`config.mk`:
```
export PLATFORM = sky130hd
export DESIGN_NAME = cdhp_top
export DESIGN_NICKNAME = d
export VERILOG_FILES = /design/src/design/cdhp_pkg.sv /design/src/design/cdhp_mem_if.sv /design/src/design/cdhp_ram.sv /design/src/design/cdhp_map.sv /design/src/design/cdhp_top.sv
export SDC_FILE = /design/constraint.sdc
export NUM_CORES = 2
export LEC_CHECK = 0
export ABC_CLOCK_PERIOD_IN_PS = 48800
export BUFFER_PORTS_ARGS = -buffer_cell sky130_fd_sc_hd__buf_2
export CORE_MARGIN = 3
export CORE_UTILIZATION = 48
export CTS_BUF_LIST = sky130_fd_sc_hd__clkbuf_16
export DETAILED_ROUTE_END_ITERATION = 6
export GPL_TIMING_DRIVEN = 0
export PLACE_DENSITY = 0.59
export SETUP_SLACK_MARGIN = 0.3
export SLEW_MARGIN = 10
export SYNTH_ARGS = -nofsm -noshare
export SYNTH_HDL_FRONTEND = slang
export SYNTH_SLANG_ARGS = --single-unit
```
`constraint.sdc`:
```
create_clock -name mclk -period 48.8 [get_ports mclk]
set_input_delay 9.76 -clock mclk [delete_from_list [all_inputs] [get_ports mclk]]
set_output_delay 9.76 -clock mclk [all_outputs]
set_load 0.02 [all_outputs]
```
`src/design/cdhp_pkg.sv`:
```
package cdhp_pkg;

    // ****************************************
    // Memory sizes and address layout
    // ****************************************
    localparam int         DISPLAY_DATA_RAM_DEPTH   = 80;
    localparam int         GLYPH_RAM_DEPTH   = 64;
    localparam logic [6:0] LINE_LEN      = 7'h28;
    localparam logic [6:0] LINE2_BASE    = 7'h40;
    localparam logic [6:0] LINE1_LAST    = 7'h27;
    localparam logic [6:0] LINE2_LAST    = 7'h67;
    localparam logic [6:0] ONE_LINE_LAST = 7'h4f;
    localparam logic [7:0] BLANK_CODE    = 8'h20;

    // ****************************************
    // Strap coding and instruction fields
    // ****************************************
    localparam logic [1:0] STRAP_PARALLEL = 2'h3;
    localparam int CMD_DDADDR_BIT = 7;
    localparam int CMD_CGADDR_BIT = 6;
    localparam int CMD_FUNC_BIT   = 5;
    localparam int CMD_SHIFT_BIT  = 4;
    localparam int CMD_DISP_BIT   = 3;
    localparam int CMD_ENTRY_BIT  = 2;
    localparam int CMD_HOME_BIT   = 1;
    localparam int CMD_CLEAR_BIT  = 0;
    localparam int FUNC_DL_BIT    = 4;
    localparam int FUNC_N_BIT     = 3;
    localparam int SHIFT_SC_BIT   = 3;
    localparam int SHIFT_RL_BIT   = 2;
    localparam int DISP_D_BIT     = 2;
    localparam int ENTRY_ID_BIT   = 1;
    localparam int ENTRY_S_BIT    = 0;

    // ****************************************
    // Reset values
    // ****************************************
    localparam logic RST_BUS_WIDE = 1'b1;
    localparam logic RST_TWO_LINE = 1'b0;
    localparam logic RST_INCR     = 1'b1;

    // ****************************************
    // Timing
    // ****************************************
    localparam int CLK_MHZ      = 25;
    localparam int SHORT_OP_NS  = 18500;
    localparam int LONG_OP_NS   = 760000;
    localparam int SHORT_OP_CYC = (SHORT_OP_NS * CLK_MHZ + 999) / 1000;
    localparam int LONG_OP_CYC  = (LONG_OP_NS * CLK_MHZ + 999) / 1000;

    typedef enum logic [2:0] {
        ST_IDLE, ST_WRITE, ST_FETCH, ST_LOAD, ST_CLEAR, ST_WAIT
    } cdhp_state_t;

    // ****************************************
    // Address arithmetic
    // ****************************************
    function automatic logic [6:0] display_data_ram_index(input logic [6:0] a,
                                               input logic       two);
        if (two && a >= LINE2_BASE)
            return 7'(a - LINE2_BASE + LINE_LEN);
        return a;
    endfunction : display_data_ram_index

    function automatic logic [6:0] ac_step(input logic [6:0] a,
                                           input logic up,
                                           input logic two,
                                           input logic cg);
        logic [6:0] s;
        s = up ? 7'(a + 7'h01) : 7'(a - 7'h01);
        if (cg) begin
            s = {1'b0, s[5:0]};
        end else if (two) begin
            if (up && a == LINE1_LAST) s = LINE2_BASE;
            else if (up && a == LINE2_LAST) s = 7'h00;
            else if (!up && a == LINE2_BASE) s = LINE1_LAST;
            else if (!up && a == 7'h00) s = LINE2_LAST;
        end else begin
            if (up && a == ONE_LINE_LAST) s = 7'h00;
            else if (!up && a == 7'h00) s = ONE_LINE_LAST;
        end
        return s;
    endfunction : ac_step

    function automatic logic [6:0] shift_step(input logic [6:0] off,
                                              input logic left,
                                              input logic two);
        logic [6:0] lim;
        lim = two ? 7'(LINE_LEN - 7'h01) : ONE_LINE_LAST;
        if (left)
            return (off >= lim) ? 7'h00 : 7'(off + 7'h01);
        return (off == 7'h00) ? lim : 7'(off - 7'h01);
    endfunction : shift_step

endpackage : cdhp_pkg

```
`src/design/cdhp_mem_if.sv`:
```
`timescale 1ns/1ns
interface cdhp_mem_if #(parameter int AW = 7, parameter int DW = 8);
    logic          wrEn;
    logic [AW-1:0] addr;
    logic [DW-1:0] wrData;
    logic [DW-1:0] rdData;
    modport ctrl (output wrEn, output addr, output wrData, input rdData);
    modport mem  (input wrEn, input addr, input wrData, output rdData);
endinterface : cdhp_mem_if

```
`src/design/cdhp_ram.sv`:
```
`timescale 1ns/1ns
module cdhp_ram #(
    parameter int DEPTH = 80,
    parameter int AW    = 7,
    parameter int DW    = 8
) (
    input wire logic mclk,
    input wire logic sys_rst,
    cdhp_mem_if.mem  bus
);
    import cdhp_pkg::*;

    if (DEPTH < 1 || DEPTH > (1 << AW)) begin : g_chk
        $error("cdhp_ram: DEPTH does not fit AW");
    end

    typedef struct packed {
        logic [DEPTH-1:0][DW-1:0] cells;
        logic [DW-1:0]            rdData;
    } cdhp_ram_state_t;

    cdhp_ram_state_t r_reg, r_next;

    // ****************************************
    // Registered read, out of range reads zero
    // ****************************************
    always_comb begin
        r_next = r_reg;
        if (int'(bus.addr) < DEPTH) begin
            r_next.rdData = r_reg.cells[bus.addr];
            if (bus.wrEn)
                r_next.cells[bus.addr] = bus.wrData;
        end else begin
            r_next.rdData = '0;
        end
    end

    always_ff @(posedge mclk or posedge sys_rst) begin
        if (sys_rst) r_reg <= '0;
        else r_reg <= r_next;
    end

    assign bus.rdData = r_reg.rdData;
endmodule : cdhp_ram

```
`src/design/cdhp_map.sv`:
```
`timescale 1ns/1ns
module cdhp_map (
    input  wire logic [6:0] pos,
    input  wire logic       line,
    input  wire logic [6:0] shiftOff,
    input  wire logic       twoLine,
    output logic      [6:0] addr
);
    import cdhp_pkg::*;

    logic [7:0] sum;
    logic [7:0] lim;
    logic [6:0] idx;

    // ****************************************
    // Screen position to display RAM address
    // ****************************************
    always_comb begin
        lim = twoLine ? {1'b0, LINE_LEN} : 8'(ONE_LINE_LAST + 7'h01);
        sum = {1'b0, pos} + {1'b0, shiftOff};
        if (sum >= lim) sum = 8'(sum - lim); // [RQ22]
        if (sum >= lim) sum = 8'(sum - lim);
        idx = sum[6:0];
        // Two-line rows are not contiguous in RAM
        addr = (twoLine && line) ? 7'(LINE2_BASE + idx) : idx; // [RQ16] [RQ17]
    end
endmodule : cdhp_map

```
`src/design/cdhp_top.sv`:
```
// Summary of operation
// (RQ1) Straps pick serial or parallel host bus
// (RQ2) Width bit picks four or eight lines
// (RQ3) Instruction latch and data holding register
// (RQ4) Host read refetches next RAM byte
// (RQ5) Host data write copies byte to RAM
// (RQ6) Instruction latch is never read back
// (RQ7) Select low: instruction write, status read
// (RQ8) Select high: data register write, read
// (RQ9) Busy flag high refuses further instructions
// (RQ10) Host polls busy flag before instructions
// (RQ11) Busy status readable on parallel only
// (RQ12) Eighty character codes addressed by counter
// (RQ13) Address counter holds current RAM address
// (RQ14) Each code picks one of 256 glyphs
// (RQ15) One-line display starts at first address
// (RQ16) Two-line rows not consecutive, forty each
// (RQ17) Sixteen by two maps 00-0F, 40-4F
// (RQ18) Display shift offsets every position one
// (RQ19) One-line shift moves addresses, not contents
// (RQ20) Counter steps after each data access
// (RQ21) Four-line mode: upper nibble first, DB7-4
// (RQ22) Shift wraps 00-27 and 40-67
`timescale 1ns/1ns
module cdhp_top #(
    parameter int LONG_OP_CYC = cdhp_pkg::LONG_OP_CYC
) (
    input  wire logic       mclk,
    input  wire logic       sys_rst,
    input  wire logic       portTypeStrapHi,
    input  wire logic       portTypeStrapLo,
    input  wire logic       busEnable,
    input  wire logic       registerSelect,
    input  wire logic       readWrite,
    input  wire logic [7:0] dataIn,
    input  wire logic       serialCs_n,
    input  wire logic       serialClk,
    input  wire logic       serialDin,
    input  wire logic [6:0] scanPos,
    input  wire logic       scanLine,
    output logic      [7:0] dataOut,
    output logic            dataOe_n,
    output logic            busyFlag,
    output logic            displayOn,
    output logic      [6:0] scanAddr
);
    import cdhp_pkg::*;

    localparam int CW = $clog2(LONG_OP_CYC + 1);

    if (LONG_OP_CYC < SHORT_OP_CYC) begin : g_chk
        $error("cdhp_top: LONG_OP_CYC below SHORT_OP_CYC");
    end

    typedef struct packed {
        cdhp_state_t st;
        logic        strapDone;
        logic        portSerial;
        logic        eLast;
        logic        nibPhase;
        logic        oe;
        logic [3:0]  nibHi;
        logic [7:0]  rdLatch;
        logic [7:0]  dataOut;
        logic        sclkLast;
        logic [2:0]  serCnt;
        logic [7:0]  serShift;
        logic [7:0]  instr;
        logic [7:0]  dr;
        logic [6:0]  ac;
        logic        cgSel;
        logic        busWide;
        logic        twoLine;
        logic        incr;
        logic        autoShift;
        logic        dispOn;
        logic [6:0]  shiftOff;
        logic [6:0]  clrIdx;
        logic [CW-1:0] cnt;
        logic [6:0]  scanAddr;
    } cdhp_top_state_t;

    localparam cdhp_top_state_t RESET_STATE = '{
        st: ST_IDLE, busWide: RST_BUS_WIDE, twoLine: RST_TWO_LINE,
        incr: RST_INCR, default: '0};

    cdhp_top_state_t r_reg, r_next;

    cdhp_mem_if #(.AW(7), .DW(8)) ddBus ();
    cdhp_mem_if #(.AW(6), .DW(8)) cgBus ();

    logic       busy;
    logic       eRise;
    logic       eFall;
    logic       xferDone;
    logic       xferWrite;
    logic       xferRs;
    logic [7:0] xferByte;
    logic [7:0] rdByte;
    logic [7:0] memRd;
    logic [6:0] mapAddr;

    // ****************************************
    // Display RAM and glyph RAM
    // ****************************************
    cdhp_ram #(.DEPTH(DISPLAY_DATA_RAM_DEPTH), .AW(7), .DW(8)) u_display_data_ram (
        .mclk    (mclk),
        .sys_rst (sys_rst),
        .bus     (ddBus)
    );

    cdhp_ram #(.DEPTH(GLYPH_RAM_DEPTH), .AW(6), .DW(8)) u_glyph_ram (
        .mclk    (mclk),
        .sys_rst (sys_rst),
        .bus     (cgBus)
    );

    cdhp_map u_map (
        .pos      (scanPos),
        .line     (scanLine),
        .shiftOff (r_reg.shiftOff),
        .twoLine  (r_reg.twoLine),
        .addr     (mapAddr)
    );

    // Writes use the counter before it steps
    assign ddBus.addr   = (r_reg.st == ST_CLEAR) ? r_reg.clrIdx
                        : display_data_ram_index(r_reg.ac, r_reg.twoLine); // [RQ12] [RQ13]
    assign ddBus.wrEn   = (r_reg.st == ST_CLEAR)
                        || (r_reg.st == ST_WRITE && !r_reg.cgSel); // [RQ5]
    assign ddBus.wrData = (r_reg.st == ST_CLEAR) ? BLANK_CODE : r_reg.dr;
    assign cgBus.addr   = r_reg.ac[5:0];
    assign cgBus.wrEn   = (r_reg.st == ST_WRITE) && r_reg.cgSel; // [RQ5]
    assign cgBus.wrData = r_reg.dr;
    assign memRd        = r_reg.cgSel ? cgBus.rdData : ddBus.rdData;

    assign busy  = (r_reg.st != ST_IDLE); // [RQ9]
    assign eRise = busEnable && !r_reg.eLast;
    assign eFall = !busEnable && r_reg.eLast;

    // ****************************************
    // Host port and internal operations
    // ****************************************
    always_comb begin
        r_next    = r_reg;
        xferDone  = 1'b0;
        xferWrite = !readWrite;
        xferRs    = registerSelect;
        xferByte  = dataIn;
        // Status read never exposes the instruction latch
        rdByte    = registerSelect ? r_reg.dr
                  : {busy, r_reg.ac}; // [RQ6] [RQ7] [RQ8]
        // Straps caught once, after reset is released
        if (!r_reg.strapDone) begin
            r_next.strapDone  = 1'b1;
            r_next.portSerial = ({portTypeStrapHi, portTypeStrapLo}
                                 != STRAP_PARALLEL); // [RQ1]
        end else if (!r_reg.portSerial) begin
            r_next.eLast = busEnable;
            if (eRise && readWrite) begin
                r_next.oe = 1'b1;
                if (r_reg.busWide) begin
                    r_next.dataOut = rdByte;
                end else if (!r_reg.nibPhase) begin
                    // Latched so both nibbles come from one value
                    r_next.rdLatch = rdByte;
                    r_next.dataOut = {rdByte[7:4], 4'h0}; // [RQ21]
                end else begin
                    r_next.dataOut = {r_reg.rdLatch[3:0], 4'h0}; // [RQ21]
                end
            end
            if (eFall) begin
                r_next.oe = 1'b0;
                if (r_reg.busWide) begin // [RQ2]
                    xferDone = 1'b1;
                end else if (!r_reg.nibPhase) begin
                    r_next.nibHi    = dataIn[7:4];
                    r_next.nibPhase = 1'b1;
                end else begin
                    r_next.nibPhase = 1'b0;
                    xferDone        = 1'b1;
                    xferByte        = {r_reg.nibHi, dataIn[7:4]}; // [RQ21]
                end
            end
        end else begin
            // Serial path is write only; no status back
            r_next.sclkLast = serialClk;
            xferWrite       = 1'b1;
            xferByte        = {r_reg.serShift[6:0], serialDin};
            if (serialCs_n) begin
                r_next.serCnt = 3'h0;
            end else if (serialClk && !r_reg.sclkLast) begin
                r_next.serShift = xferByte;
                r_next.serCnt   = 3'(r_reg.serCnt + 3'h1);
                xferDone        = (r_reg.serCnt == 3'h7); // [RQ11]
            end
        end

        case (r_reg.st)
            ST_IDLE: begin
                if (xferDone && xferWrite && !xferRs) begin
                    r_next.instr = xferByte; // [RQ3] [RQ7]
                    r_next.st    = ST_WAIT;
                    r_next.cnt   = CW'(SHORT_OP_CYC - 1);
                    if (xferByte[CMD_DDADDR_BIT]) begin
                        r_next.ac    = xferByte[6:0];
                        r_next.cgSel = 1'b0;
                        r_next.st    = ST_FETCH;
                    end else if (xferByte[CMD_CGADDR_BIT]) begin
                        r_next.ac    = {1'b0, xferByte[5:0]};
                        r_next.cgSel = 1'b1;
                        r_next.st    = ST_FETCH;
                    end else if (xferByte[CMD_FUNC_BIT]) begin
                        r_next.busWide = xferByte[FUNC_DL_BIT]; // [RQ2]
                        r_next.twoLine = xferByte[FUNC_N_BIT];
                    end else if (xferByte[CMD_SHIFT_BIT]) begin
                        if (xferByte[SHIFT_SC_BIT])
                            r_next.shiftOff = shift_step(r_reg.shiftOff,
                                !xferByte[SHIFT_RL_BIT],
                                r_reg.twoLine); // [RQ18] [RQ19]
                        else
                            r_next.ac = ac_step(r_reg.ac,
                                xferByte[SHIFT_RL_BIT],
                                r_reg.twoLine, r_reg.cgSel);
                    end else if (xferByte[CMD_DISP_BIT]) begin
                        r_next.dispOn = xferByte[DISP_D_BIT];
                    end else if (xferByte[CMD_ENTRY_BIT]) begin
                        r_next.incr      = xferByte[ENTRY_ID_BIT];
                        r_next.autoShift = xferByte[ENTRY_S_BIT];
                    end else if (xferByte[CMD_HOME_BIT]) begin
                        r_next.ac       = 7'h00;
                        r_next.cgSel    = 1'b0;
                        r_next.shiftOff = 7'h00; // [RQ15]
                        r_next.cnt      = CW'(LONG_OP_CYC - 1);
                    end else if (xferByte[CMD_CLEAR_BIT]) begin
                        r_next.clrIdx = 7'h00;
                        r_next.st     = ST_CLEAR;
                    end else begin
                        r_next.st = ST_IDLE;
                    end
                end else if (xferDone && xferWrite) begin
                    r_next.dr = xferByte; // [RQ8]
                    r_next.st = ST_WRITE;
                end else if (xferDone && xferRs) begin
                    r_next.ac = ac_step(r_reg.ac, r_reg.incr,
                        r_reg.twoLine, r_reg.cgSel); // [RQ20]
                    r_next.st = ST_FETCH; // [RQ4]
                end
            end
            ST_WRITE: begin
                r_next.ac = ac_step(r_reg.ac, r_reg.incr,
                    r_reg.twoLine, r_reg.cgSel); // [RQ20]
                if (r_reg.autoShift && !r_reg.cgSel)
                    r_next.shiftOff = shift_step(r_reg.shiftOff,
                        r_reg.incr, r_reg.twoLine); // [RQ19]
                r_next.cnt = CW'(SHORT_OP_CYC - 1);
                r_next.st  = ST_WAIT;
            end
            ST_FETCH: r_next.st = ST_LOAD;
            ST_LOAD: begin
                r_next.dr  = memRd; // [RQ4]
                r_next.cnt = CW'(SHORT_OP_CYC - 1);
                r_next.st  = ST_WAIT;
            end
            ST_CLEAR: begin
                if (int'(r_reg.clrIdx) == DISPLAY_DATA_RAM_DEPTH - 1) begin
                    r_next.ac       = 7'h00;
                    r_next.cgSel    = 1'b0;
                    r_next.shiftOff = 7'h00;
                    r_next.incr     = 1'b1;
                    r_next.cnt      = CW'(LONG_OP_CYC - 1);
                    r_next.st       = ST_WAIT;
                end else begin
                    r_next.clrIdx = 7'(r_reg.clrIdx + 7'h01);
                end
            end
            ST_WAIT: begin
                if (r_reg.cnt == '0) r_next.st = ST_IDLE;
                else r_next.cnt = CW'(r_reg.cnt - 1'b1);
            end
            default: r_next.st = ST_IDLE;
        endcase
        // Code in RAM is the glyph index, 256 wide
        r_next.scanAddr = mapAddr; // [RQ14] [RQ17]
    end

    always_ff @(posedge mclk or posedge sys_rst) begin
        if (sys_rst) r_reg <= RESET_STATE;
        else r_reg <= r_next;
    end

    assign dataOut   = r_reg.dataOut;
    assign dataOe_n  = !r_reg.oe; // [RQ11]
    assign busyFlag  = busy;
    assign displayOn = r_reg.dispOn;
    assign scanAddr  = r_reg.scanAddr;

    logic parOn;
    assign parOn = r_reg.strapDone && !r_reg.portSerial;
endmodule : cdhp_top

```
### After elaboration in Yosys (flattened, before gate mapping)

Index checks and enable logic that the tools add are counted.

| storage, ports and cells | value |
|---|---|
| register bits after elaboration | 1261 |
| input port bits | 26 |
| output and inout bits | 18 |

| cells by class | value |
|---|---|
| add/sub/neg operators | 13 |
| order comparisons | 9 |
| equality and inequality tests | 45 |
| mux-type cells | 141 |
| bitwise logic cells | 9 |
| reduce and logical (&&, ||, !) cells | 67 |

Operators by type and width:

| operator | count |
|---|---|
| 640-bit bitwise mux | 1 |
| 512-bit bitwise mux | 1 |
| 7-bit two-way mux | 44 |
| 8-bit two-way mux | 25 |
| 34-bit two-way mux | 2 |
| 15-bit case mux with 4 select lines | 1 |
| 29-bit two-way mux | 2 |
| 8-bit binary-select mux with 7-bit select | 1 |
| 8-bit demux with 7-bit select | 1 |
| 8-bit binary-select mux with 6-bit select | 1 |
| 8-bit demux with 6-bit select | 1 |
| 15-bit two-way mux | 3 |
| 3-bit two-way mux | 15 |
| 7-bit case mux with 3 select lines | 2 |
| 35-bit two-way mux | 1 |
| 32-bit two-way mux | 1 |
| 2-bit inequality test (second input constant) | 16 |
| 7-bit equality test (second input constant) | 4 |
| 1-bit two-way mux | 26 |
| 1-bit logical AND | 24 |
| 4-bit inequality test (second input constant) | 6 |
| 8-bit AND reduction | 3 |
| 22-bit two-way mux | 1 |
| 11-bit AND reduction | 2 |
| 51 further kinds | 100 |

### Logic depth before layout (Yosys ltp)

| depth | value |
|---|---|
| depth in word-level cells | 21 |
| mapped depth | 26 |
| mapped depth without buffers | 26 |

### Cells and area by module

Synthesis repeated with hierarchy kept, for this count alone.

| second synthesis, totals | value |
|---|---|
| cell total of the unflattened synthesis | 4695 |
| area, all modules | 61582.8 sq um |

Modules (own cells, without submodules):

| module | times used | cells each | area an instance (sq um) | seq. area each (sq um) |
|---|---|---|---|---|
| cdhp_ram (u_display_data_ram) | 1 | 2116 | 30401.7 | 16215.6 |
| cdhp_ram (u_glyph_ram) | 1 | 1732 | 23749.0 | 13012.5 |
| cdhp_top | 1 | 759 | 6675.2 | 2304.7 |
| cdhp_map | 1 | 88 | 757.0 | 0.0 |

### Worst setup path after synthesis

No wires, ideal clock.

| timing path | value |
|---|---|
| path kind | input -> register |
| start | input port scanPos[0] |
| end | register r_reg (netlist bit scanAddr[6]) |
| library setup time | 128 ps |
| data arrival time | 13812 ps |
| setup slack | 34860 ps |
| stages on the path | 26 |
| buffers on the path | 0 |
| cells stage by stage | ha_1 -> inv_1 -> fa_1 -> nor2b_1 -> o21ai_0 -> nand2b_1 -> xnor2_1 -> inv_1 -> ha_1 -> nor2b_1 -> o21a_1 -> o31ai_1 -> nand2b_1 -> nor2b_1 -> nor2_1 -> a21oi_1 -> inv_1 -> ha_1 -> nor2b_1 -> o21ai_0 -> nand2b_1 -> a41o_1 -> a21oi_1 -> o211ai_1 -> mux2i_1 -> xor2_1 |

| between the ends | value |
|---|---|
| word-level cells in the longest chain between the ends | 7 |
| elaborated cells on any way between the ends | 9 |

Ends and longest elaborated chain:

| what | line | RTL |
|---|---|---|
| start, declared | cdhp_top.sv:39 | `input wire logic [6:0] scanPos,` |
| 7-bit by 7-bit adder with 8-bit output (*) | cdhp_map.sv:20 | `sum = {1'b0, pos} + {1'b0, shiftOff};` |
| 8-bit subtractor / 8-bit greater-or-equal comparator (equally long branches) | cdhp_map.sv:21 | `if (sum >= lim) sum = 8'(sum - lim);` |
| 8-bit two-way mux (*) | cdhp_map.sv:21 |  |
| 7-bit subtractor / 8-bit by 7-bit greater-or-equal comparator with 1-bit output (equally long branches) | cdhp_map.sv:22 | `if (sum >= lim) sum = 8'(sum - lim);` |
| 7-bit two-way mux (*) | cdhp_map.sv:22 |  |
| 7-bit adder | cdhp_map.sv:25 | `addr = (twoLine && line) ? 7'(LINE2_BASE + idx) : idx;` |
| 7-bit two-way mux (*) | cdhp_map.sv:25 |  |
| named net mapAddr[6] | cdhp_top.sv:101 | `logic [6:0] mapAddr;` |
| end signal, assigned | cdhp_top.sv:289 | `else r_reg <= r_next;` |
| end, declared | cdhp_top.sv:87 | `cdhp_top_state_t r_reg, r_next;` |

Mark *: on every way through the listed nets, which the timed path passes. The rest lies on a longest branch.
A chain may end at the register's enable or synchronous reset.

### Final worst setup path

Same ends and word-level chain as after synthesis.

==> out/results.txt <==
Tracing the worst setup path back leads to its startpoint at scanPos[0]. For the total routing usage reported by global routing, the log shows 0.366. In this run the worst path has a maximum fanout of 5.

The run gives 0 as the post-CTS setup buffer count. The tools report the post-layout net count as 5335. The library cell used most frequently in the layout, excluding fill and tap cells, is dfrtp_1. For this run, the top clock speed supported by timing is 72.0 MHz.

The synthesized netlist contains 87 unique library cells. For this block, the initial DRC count from the detailed router was 6416. Setup violations remaining at the end of the flow were counted as 0.

Hold repair after CTS inserted 0 buffers. The die is 356 um tall. CTS placed an instance of clkbuf_16 at the clock tree root. Averaged over all synthesized cells, the footprint is 11.6 um2.

At the later pin of the worst-skew pair, clock insertion delay measures 810 ps. Leaving out fill and tap cells, the most frequent cells in the layout are dfrtp_1 (1258), mux2_2 (947), nand2_1 (397). After detailed routing, the average wire length per cell comes to 33.3 um. The worst slew slack as a fraction of its limit came out at 0.0109. For the overflow left after global routing, the log shows 0. On the final layout, the worst clock skew is 42.7 ps. The first TritonRoute pass finished after 7 iterations.

The number of cells produced by synthesis came out at 5064. TritonCTS built the clock tree. The run gives 0 as the number of remaining DRC errors. The tightest min-delay check is of the reg -> reg type. The via total after detailed routing is 46709, and the sum of routed wire length over all layers is 233 mm. The run gives 3 as the buffer levels on the longest clock path. The number of enable flip-flop cells after synthesis was 0. Sequential cell area fraction in the yosys report: 0.537. In the final layout, the multi-input gates occupy 0.0253 mm2.

Across the whole layout, storage elements account for 0.0315 mm2. Clock tree synthesis inserted a total of 140 buffers. The die area was 0.127 mm2; the post-synthesis to final-layout area growth was 12.4%. In this run the power density over the cells is 33.0 mW/mm2. Clock-pin slew was measured on the worst setup and hold paths at 60 ps.

The H-tree generated during clock tree synthesis spans 4 levels. Count of pins on the block boundary: 44. The critical path is of the in -> reg type. Dividing the detail-routed via count by the number of cells gives 6.66. Area of the placeable core: 0.121 mm2. The fraction of layout instances using a drive strength above 1 is 0.257, and the time the worst path needs with I/O delays and setup is 13890 ps. In this run the remaining antenna-violating nets after routing total 0. The first global-routing pass estimated 333 mm of wire. The tools report the destination of the worst register-to-register timing path as u_display_data_ram.bus.rdData[3].

In this run the horizontal extent of the chip is 356 um. Synthesis produced a netlist with a net count of 5122. After floorplanning, the core was divided into 127 placement rows. The endpoint required time on the critical path was 49500 ps; the number of sinks handled by clock tree synthesis was 1260. Total number of yosys warnings: 0. The number of global-route vias before repair came out at 44931. Number of buffers added on ports: 42. The run finished, with violations left. The run gives 0 as the post-cts sizing count. The count of endpoints failing hold in the final timing report is 0. The number of flip-flops under the largest register name was 640; the critical path data arrival time was 14590 ps. Final core area utilization: 0.547.

Final worst-path cycle share: 0.285. At the end of routability-driven placement, the weighted congestion stood at 0.963. The slew at the pin with the worst max-slew slack came out at 1480 ps.

The depth of the worst register-to-register path was 12. Following the worst setup path forward leads to its endpoint at scanAddr[6]. Detailed placement finished with a half-perimeter wire length of 160 mm. The tools report the type of element launching the critical path as an input port. The share of flip-flops with an asynchronous set or reset after synthesis was 1.00.

After routing, the total negative slack on setup checks comes to 0 ps. Entering global routing, the biggest net connects 118 pins. The logs give 30.4 nW for the cell leakage power and 0 for the max-slew violation total from the final report. The commonest register cell after synthesis was dfrtp_1.

The logs give 0.0587 mm2 for the cell area after synthesis and 9 for the number of antenna violations at the first check in global routing. VDD sags by at most 0.0390 mV. The setup check on the worst reg-to-reg path leaves a slack of 42410 ps. Source of the worst register-to-register timing path: cgBus.addr[3]. The logs give 0.487 for the effective utilization at floorplan and 1 for the max capacitance violation total.

Setup repair after global routing left no endpoint under its margin. STA classifies the critical path endpoint as a flop. The filler cells instantiated in the layout total 10641.

The final reports fail on capacitance limit. Synthesis inferred 1260 register bits.
-- power by group --
group / internal [W] / switching [W] / total (W)
sequential: 0.00105 / 0.00000520 / 0.00106
combinational: 0.0000229 / 0.0000537 / 0.0000765
clock: 0.000584 / 0.000461 / 0.00104
-- metal layers --
metal	vias up	global-route usage	part of all wire
met3	658	0.103	0.11
met1	24131	0.506	0.41
met5	-	0	0.00020
li1	19062	-	-
met4	8	0.163	0.052
met2	2850	0.540	0.43
-- cell type report --
type / instances / area share
Antenna cell: 8 / 0.000303
Buffer: 425 / 0.0277
Clock buffer: 144 / 0.0546
Clock inverter: 113 / 0.0125
Inverter: 36 / 0.00216
Multi-Input combinational cell: 3343 / 0.383
Sequential cell: 1260 / 0.478
Tap cell: 1612 / 0.0306
Timing Repair Buffer: 71 / 0.0108
-- logic make-up after synthesis --
kind of cell | share of synthesized area
mux | 0.201
flops | 0.537
simple gates | 0.0899
fa+ha+maj | 0.00720
compound gates | 0.127
buf+inv | 0.0330
other cells | 0.0000639
xor+xnor | 0.00418
-- synthesized netlist by cell type, drive strengths merged (21+ instances only) --
cell type	instances	share of area
o221ai	32	0.0048
inv	32	0.0020
nand4	31	0.0033
a22o	22	0.0033
nor3	76	0.0066
a31oi	33	0.0035
o21ai	327	0.028
and3	43	0.0046
buf	130	0.012
a221oi	55	0.0082
a21oi	176	0.015
ha	29	0.0062
a22oi	113	0.014
clkbuf	295	0.019
o22a	36	0.0054
nand2b	21	0.0022
mux2	962	0.19
nor4	45	0.011
nor2b	25	0.0027
nand3	83	0.0071
nand2	397	0.025
o22ai	244	0.026
dfrtp	1258	0.54
mux2i	58	0.010
nor2	286	0.018
-- worst min path at each step --
stage,startpoint,endpoint,slack (ps),depth (start not counted)
finish,r_reg[88],r_reg[88],470,2
detailed placement,r_reg[88],r_reg[88],470,2
floorplan,u_display_data_ram.r_reg[196],u_display_data_ram.r_reg[196],440,2
CTS,r_reg[88],r_reg[88],480,2
global placement,r_reg[88],r_reg[88],460,2
global route,u_display_data_ram.r_reg[359],u_display_data_ram.r_reg[359],500,2
-- worst max-delay path, cell delays in order --
cell and delay (ps):
buf_2 90, ha_1 150, inv_1 50, fa_1 400, nor2b_1 120, o21ai_0 80
nand2b_1 130, xnor2_1 190, inv_1 110, ha_1 300, nor2b_1 130, o21a_1 190
o31ai_1 280, nand2b_1 110, nor2b_1 350, nor2_1 80, a21oi_1 270, inv_1 80
ha_1 290, nor2b_1 130, o21ai_0 150, nand2b_1 110, a41o_1 210, a21oi_1 150
o211ai_1 250, mux2i_1 270, xor2_1 150
-- metrics by stage --
step | power, W | instances | setup slack [ps] | instance area, um2 | hold slack (ps)
after floorplan | 0.00113 | 5064 | 3540 | 58700 | 442
after global placement | 0.00115 | 6718 | -11370 | 60900 | 457
after detailed placement | 0.00115 | 6747 | 34140 | 61500 | 465
after CTS | 0.00218 | 7004 | 34960 | 66000 | 478
after global routing | 0.00224 | 7004 | 34330 | 66000 | 496
final | 0.00218 | 7012 | 34910 | 66000 | 474
Note: power is estimated with default switching activity, not from simulation.
